File: src/rtl/dsp_pse_pkg.sv
// Package for the pack, select and expand datapath.
// Assumes a 32-bit instruction word and 32-bit general registers.
package dsp_pse_pkg;

    // Instruction word layout
    localparam logic [5:0] MAJOR_OPC = 6'h1F;
    localparam int OPC_LSB = 26;
    localparam int SRCA_LSB = 21;
    localparam int SRCB_LSB = 16;
    localparam int DST_LSB = 11;
    localparam int SUB_LSB = 6;
    localparam int FN_LSB = 0;
    localparam int IDX_W = 5;

    // Function field classes
    localparam logic [5:0] FN_SELECT = 6'h11;
    localparam logic [5:0] FN_EXPAND = 6'h12;

    // Sub-operation codes
    localparam logic [4:0] SUB_PACK = 5'h0E;
    localparam logic [4:0] SUB_SELECT_HALFWORD_BY_FLAGS = 5'h0B;
    localparam logic [4:0] SUB_SELECT_BYTE_BY_FLAGS = 5'h03;
    localparam logic [4:0] SUB_EXP_UQ = 5'h0C;
    localparam logic [4:0] SUB_EXP_LQ = 5'h0D;
    localparam logic [4:0] SUB_EXP_UB = 5'h04;

    // Condition code position in the control register
    localparam int CC_LSB = 24;
    localparam int CC_NUM = 4;

    // Expansion padding
    localparam logic [15:0] Q31_PAD = 16'h0000;
    localparam logic [6:0] Q15_LOW_PAD = 7'h00;
    localparam logic Q15_SIGN = 1'b0;

    typedef enum logic [2:0] {
        OP_NONE = 3'b000,
        OP_PACK = 3'b001,
        OP_SELECT_HALFWORD_BY_FLAGS = 3'b011,
        OP_SELECT_BYTE_BY_FLAGS = 3'b010,
        OP_EXP_UQ = 3'b110,
        OP_EXP_LQ = 3'b111,
        OP_EXP_UB = 3'b101
    } op_e;

    typedef struct packed {
        logic valid;
        logic [31:0] instr;
        logic [31:0] src_a;
        logic [31:0] src_b;
    } issue_s;

    typedef struct packed {
        logic wr_en;
        logic [4:0] dest;
        logic [31:0] data;
        logic exc_ri;
        logic exc_dis;
    } result_s;

    localparam result_s RES_RST = '0;

endpackage

File: src/rtl/dsp_pack_select_expand_unit.sv
// Execute-stage datapath for halfword pack, flag-steered selection and
// precision expansion. Registers one result per issued instruction.
// Assumes the pipeline supplies both source values and the control register
// value on the same core clock; one cycle latency, no stalls.
//
// Functional notes
// - The group uses major opcode 011111 with source a, source b, dest and sub-op fields.
// - Sub-op 01110 with function 010001 selects the low-high halfword pack.
// - The pack result is source a low half above source b high half.
// - Sub-op 01011 with function 010001 selects halfword selection.
// - Flag bits 25 and 24 pick upper and lower halves, 1 from source a, 0 from source b.
// - Sub-op 00011 with function 010001 selects byte selection.
// - Flag bits 27 down to 24 pick result bytes 3 down to 0, 1 from source a.
// - Sub-op 01100 with function 010010 and a zero source a field is the upper Q31 expansion.
// - The upper Q31 expansion gives source b high half over 16 zero bits.
// - Sub-op 01101 with function 010010 and a zero source a field is the lower Q31 expansion.
// - The lower Q31 expansion gives source b low half over 16 zero bits.
// - Sub-op 00100 with function 010010 and a zero source a field is the upper byte expansion.
// - The upper byte expansion puts source b byte 3 in the upper half and byte 2 in the lower.
// - Each expanded byte gets one zero sign bit above and seven zero bits below.
// - No exception ever depends on operand values.
// - Only reserved instruction and extension-disabled exceptions may be raised.
`timescale 1ns/10ps
`default_nettype none

module dsp_pack_select_expand_unit (
    input wire logic core_clk_i,
    input wire logic rst_n_i,
    input wire dsp_pse_pkg::issue_s issue_i,
    input wire logic [31:0] ctrl_reg_i,
    input wire logic ext_present_i,
    input wire logic ext_enable_i,
    output dsp_pse_pkg::result_s result_o
);

    function automatic dsp_pse_pkg::op_e decode_op(input logic [31:0] instr);
        logic [5:0] opc;
        logic [4:0] sub;
        logic [5:0] fn;
        dsp_pse_pkg::op_e op;
        opc = instr[dsp_pse_pkg::OPC_LSB +: 6];
        sub = instr[dsp_pse_pkg::SUB_LSB +: 5];
        fn = instr[dsp_pse_pkg::FN_LSB +: 6];
        op = dsp_pse_pkg::OP_NONE;
        if (opc != dsp_pse_pkg::MAJOR_OPC) begin
            op = dsp_pse_pkg::OP_NONE;
        end else if (fn == dsp_pse_pkg::FN_SELECT) begin
            if (sub == dsp_pse_pkg::SUB_PACK) begin
                op = dsp_pse_pkg::OP_PACK;
            end else if (sub == dsp_pse_pkg::SUB_SELECT_HALFWORD_BY_FLAGS) begin
                op = dsp_pse_pkg::OP_SELECT_HALFWORD_BY_FLAGS;
            end else if (sub == dsp_pse_pkg::SUB_SELECT_BYTE_BY_FLAGS) begin
                op = dsp_pse_pkg::OP_SELECT_BYTE_BY_FLAGS;
            end
        end else if (fn == dsp_pse_pkg::FN_EXPAND) begin
            if (sub == dsp_pse_pkg::SUB_EXP_UQ) begin
                op = dsp_pse_pkg::OP_EXP_UQ;
            end else if (sub == dsp_pse_pkg::SUB_EXP_LQ) begin
                op = dsp_pse_pkg::OP_EXP_LQ;
            end else if (sub == dsp_pse_pkg::SUB_EXP_UB) begin
                op = dsp_pse_pkg::OP_EXP_UB;
            end
        end
        return op;
    endfunction

    function automatic logic [15:0] byte_to_q15(input logic [7:0] b);
        return {dsp_pse_pkg::Q15_SIGN, b, dsp_pse_pkg::Q15_LOW_PAD};
    endfunction

    dsp_pse_pkg::result_s res_ff;
    dsp_pse_pkg::result_s nxt_res;
    dsp_pse_pkg::op_e op;
    logic [31:0] src_a;
    logic [31:0] src_b;
    logic [31:0] select_byte_by_flags;
    logic [31:0] data;
    logic is_expand;
    logic srca_bad;

    assign src_a = issue_i.src_a;
    assign src_b = issue_i.src_b;

    genvar gi;
    generate
        for (gi = 0; gi < dsp_pse_pkg::CC_NUM; gi++) begin : g_pick
            assign select_byte_by_flags[gi*8 +: 8] = ctrl_reg_i[dsp_pse_pkg::CC_LSB + gi] ?
                src_a[gi*8 +: 8] : src_b[gi*8 +: 8];
        end
    endgenerate

    always_comb begin
        op = decode_op(issue_i.instr);
        is_expand = (op == dsp_pse_pkg::OP_EXP_UQ) || (op == dsp_pse_pkg::OP_EXP_LQ) ||
            (op == dsp_pse_pkg::OP_EXP_UB);
        srca_bad = is_expand &&
            (issue_i.instr[dsp_pse_pkg::SRCA_LSB +: dsp_pse_pkg::IDX_W] != 5'h00);
        data = 32'h0000_0000;
        case (op)
            dsp_pse_pkg::OP_PACK: begin
                data = {src_a[15:0], src_b[31:16]};
            end
            dsp_pse_pkg::OP_SELECT_HALFWORD_BY_FLAGS: begin
                data[31:16] = ctrl_reg_i[dsp_pse_pkg::CC_LSB + 1] ? src_a[31:16] : src_b[31:16];
                data[15:0] = ctrl_reg_i[dsp_pse_pkg::CC_LSB] ? src_a[15:0] : src_b[15:0];
            end
            dsp_pse_pkg::OP_SELECT_BYTE_BY_FLAGS: begin
                data = select_byte_by_flags;
            end
            dsp_pse_pkg::OP_EXP_UQ: begin
                data = {src_b[31:16], dsp_pse_pkg::Q31_PAD};
            end
            dsp_pse_pkg::OP_EXP_LQ: begin
                data = {src_b[15:0], dsp_pse_pkg::Q31_PAD};
            end
            dsp_pse_pkg::OP_EXP_UB: begin
                data = {byte_to_q15(src_b[31:24]), byte_to_q15(src_b[23:16])};
            end
            default: begin
                data = 32'h0000_0000;
            end
        endcase
    end

    always_comb begin
        nxt_res = dsp_pse_pkg::RES_RST;
        if (issue_i.valid && (op != dsp_pse_pkg::OP_NONE)) begin
            if (!ext_present_i || srca_bad) begin
                nxt_res.exc_ri = 1'b1;
            end else if (!ext_enable_i) begin
                nxt_res.exc_dis = 1'b1;
            end else begin
                nxt_res.wr_en = 1'b1;
                nxt_res.dest = issue_i.instr[dsp_pse_pkg::DST_LSB +: dsp_pse_pkg::IDX_W];
                nxt_res.data = data;
            end
        end
    end

    always_ff @(posedge core_clk_i or negedge rst_n_i) begin
        if (!rst_n_i) begin
            res_ff <= dsp_pse_pkg::RES_RST;
        end else begin
            res_ff <= nxt_res;
        end
    end

    assign result_o = res_ff;

    // Operation seen one cycle back, for the result checks
    logic past_ok_ff;
    logic nxt_past_ok;
    dsp_pse_pkg::op_e past_op_ff;
    dsp_pse_pkg::op_e nxt_past_op;
    always_comb begin
        nxt_past_ok = issue_i.valid && ext_present_i && ext_enable_i && !srca_bad;
        nxt_past_op = op;
    end
    always_ff @(posedge core_clk_i or negedge rst_n_i) begin
        if (!rst_n_i) begin
            past_ok_ff <= 1'b0;
            past_op_ff <= dsp_pse_pkg::OP_NONE;
        end else begin
            past_ok_ff <= nxt_past_ok;
            past_op_ff <= nxt_past_op;
        end
    end

    // Independent decode for the checks
    logic chk_sel;
    logic chk_exp;
    logic chk_claim;
    logic chk_live;
    logic chk_zero_a;
    logic [4:0] chk_sub;
    always_comb begin
        chk_sub = issue_i.instr[10:6];
        chk_sel = issue_i.valid && issue_i.instr[31:26] == 6'h1F && issue_i.instr[5:0] == 6'h11;
        chk_exp = issue_i.valid && issue_i.instr[31:26] == 6'h1F && issue_i.instr[5:0] == 6'h12;
        chk_claim = (chk_sel && (chk_sub == 5'h0E || chk_sub == 5'h0B || chk_sub == 5'h03)) ||
            (chk_exp && (chk_sub == 5'h0C || chk_sub == 5'h0D || chk_sub == 5'h04));
        chk_live = ext_present_i && ext_enable_i;
        chk_zero_a = issue_i.instr[25:21] == 5'h00;
    end
endmodule

`default_nettype wire

File: config.mk
export PLATFORM = sky130hd
export DESIGN_NAME = dsp_pack_select_expand_unit
export DESIGN_NICKNAME = d
export VERILOG_FILES = /design/src/rtl/dsp_pse_pkg.sv /design/src/rtl/dsp_pack_select_expand_unit.sv
export SDC_FILE = /design/constraint.sdc
export NUM_CORES = 1
export LEC_CHECK = 0
export BUFFER_PORTS_ARGS = -buffer_cell sky130_fd_sc_hd__buf_2
export CORE_MARGIN = 8
export CORE_UTILIZATION = 33
export DETAILED_ROUTE_END_ITERATION = 8
export PLACE_DENSITY = 0.76
export SLEW_MARGIN = 20
export SYNTH_ARGS = -nofsm -noshare
export SYNTH_HDL_FRONTEND = slang
export SYNTH_SLANG_ARGS = --single-unit
File: constraint.sdc
create_clock -name core_clk_i -period 0.8 [get_ports core_clk_i]
set_input_delay 0 -clock core_clk_i [delete_from_list [all_inputs] [get_ports core_clk_i]]
set_output_delay 0 -clock core_clk_i [all_outputs]
set_load 0.01 [all_outputs]
==> run metrics <==
GRT Util Overall 20.2%; vias in the first global route 3,825; ys flop type dfrtp_1; Cells after DPL 623; Starting Density 33.5%; min cycle time layout 1.52 ns; RePlAce Congestion 0.924; YS warnings 0; area grow syn2layout 86.1%; CP max-delay cell a2111o_1; layout cell share with drive strength beyond 1 61.8%; Top Ports 173; most frequent cells in the layout 125 x buf_2, 66 x buf_4, 40 x dfrtp_1, 29 x nand2_1, 29 x buf_6; Critical Path Max Stage Delay 0.38 ns; XOR/XNOR Fraction of Synth Area 0.304%; Compound-Gate Fraction of Synth Area 27.4%; Worst Path Required 1.03 ns; Setup Viol. Count Final 55; power per cell area 844 nW/um2; Yosys cell types 60; crit path kind input port to flop; first-pass GRT wire length 19,100 um; Hold EP result_o[22]; Vias/cell 5.61; HP Start issue_i[36]; syn avg cell area 9.06 um2; worst path cell trace buf_8, nor4bb_4, buf_6, a32oi_4, buf_6, a22o_4, a21o_1, a2111o_1, a21oi_2; Leakage Power 2.39 nW; outcome finished, violations left; Syn Nets 451; failing checks setup timing; Synth Cell Area 2880 um2; Setup TNS Final -25.02 ns; Clk pwr share 29.5%; vias 3,736; sequential share of the synthesized area 34.8%; Post-Synth Simple-Gate Area 22.9%; DR pass1 iterations 5; pre-CTS WS -1.04 ns; CP arrival 1.75 ns; slew margin rel. 68.6%; CP top delay family compound AO/OA/AOI/OAI gates; switching power 1.29 mW; Final nets 690; worst slew pin tran 0.463 ns; Largest register FFs 40; Hold Path Cell Cnt 3; Post-synth ARST share 100%; CP max FO 7; count of input and output buffers 139; initial antenna violation count 0; Gate Count Post-Synth 318; H-tree Lvls 2; Antenna Violating Nets Remaining 0; Power Internal 3.23 mW; min-delay worst type input port to flop; Seq cells post-synth 40; Logic pwr share 25.8%; power share of the sequential group 44.6%; CTS Buf Count 5; endpoint class of the critical path flop; Critical Path Start Type input port; post-synthesis mux area share 10.3%; Clk pin slew, worst setup/hold paths 0.08 ns; Max Slew Vio Count 0; Avg WL per Cell 19.5 um; # DRC 0; Post-Synth Adder-Cell Area 0%; site row count 34; grt ovf 0; Power, Total 4.53 mW; hpwl dp 9610 um; Worst Path Buf+Inv 3; FMAX 656 MHz; setup ws final -0.724 ns; max_cap viols 0; Tcrit/Tclk final 190%; Max IR drop VDD 0.662 mV; core area 8590 um2; clock sinks 40; largest net degree at the start of global routing 41; DR iter-0 viols 259; die area 12,000 um2; CP most frequent cell buf_6; EDFF count, synth 0; most common cell after layout, fill and taps aside buf_2; unrepaired setup endpoints after global routing yes; final hold vios 0; Bufs on Longest Clock Path 2; final non-filler cell total 666; die width 109 um; final WL 13,000 um; main combinational cell family by area after synthesis compound AO/OA/AOI/OAI gates; Die Ht 109 um; Root Buffer Master clkbuf_8; CTS tree built; switching portion of total power 28.6%
## layout make-up
class | count | area [um2]
Inverter | 5 | 31.3
Fill cell | 700 | 3230
Sequential cell | 40 | 1000
Tap cell | 108 | 135
Clock inverter | 2 | 12.5
Timing Repair Buffer | 249 | 1860
Clock buffer | 5 | 68.8
Antenna cell | 1 | 2.50
Multi-Input combinational cell | 256 | 2250
## power by group through the flow
stage | Sequential [mW] | Combinational, mW | Clock, mW
floorplan | 2.06 | 0.341 | 0
global placement | 2.06 | 0.934 | 0
detailed placement | 2.06 | 0.950 | 0
CTS | 2.02 | 1.09 | 1.37
global route | 2.02 | 1.24 | 1.45
finish | 2.02 | 1.17 | 1.34
## Yosys cell counts (3+ instances only)
cell type	n	area, um2
a2111o_1	3	33.8
a21boi_0	10	75.1
a21o_1	4	30.0
a21oi_1	21	105
a22oi_1	21	158
a311o_1	5	50.1
a31oi_1	8	50.1
and2_1	6	37.5
and3_1	8	50.1
buf_2	8	40.0
buf_4	3	22.5
clkbuf_1	5	18.8
dfrtp_1	40	1000
inv_1	5	18.8
mux2_2	21	236
mux2i_1	5	50.1
nand2_1	34	128
nand2b_1	5	31.3
nand3_1	10	50.1
nand4_1	4	25.0
nor2_1	21	78.8
nor3_1	5	25.0
nor3b_1	4	30.0
o21a_1	4	30.0
o21ai_0	13	65.1
## cells by family after synthesis
kind of cell	count (synthesis)
multiplexers	27
AO/OA/AOI/OAI	109
buffers and inverters	23
XOR/XNOR	1
AND/OR/NAND/NOR	118
flip-flops	40
## timing repair
item | 4_1_cts | 5_1_grt
gates resized for setup | 57 | 67
pin swaps | 39 | 36
hold buffers | 17 | 0
endpoints found under the setup margin | 70 | 80
cloned | 2 | 1
endpoints found under the hold margin | 60 | 0
buffers inserted | 10 | 5
## per-layer routing
layer	vias to the layer above	global-route usage (%)	part of all wire, %
li1	1700	-	-
met1	1811	24.0	38
met2	181	34.9	51
met3	44	4.57	8.0
met4	0	7.52	3.0
met5	-	0	0
## worst max path at each step
stage               depth (start not counted)           end  slack (ns)   startpoint
global placement                            9  result_o[28]       -1.05  issue_i[72]
detailed placement                          9  result_o[11]       -1.04  issue_i[74]
global route                               11  result_o[32]       -0.82  issue_i[71]
finish                                      9  result_o[27]       -0.72  issue_i[71]
CTS                                         9  result_o[30]       -0.68  issue_i[71]
floorplan                                   7  result_o[30]       -0.81  issue_i[74]
## through the flow
| stage | hold slack [ns] | utilization [%] | instance area (um2) |
|---|---|---|---|
| finish | 0.00754 | 62.4 | 5360 |
| global route | 0.0141 | 62.3 | 5360 |
| CTS | 0.00373 | 58.5 | 5030 |
| detailed placement | -0.00885 | 51.8 | 4450 |
| global placement | -0.0167 | 51.8 | 4450 |
| floorplan | -0.296 | - | 3070 |
(Power assumes the default switching activity.)
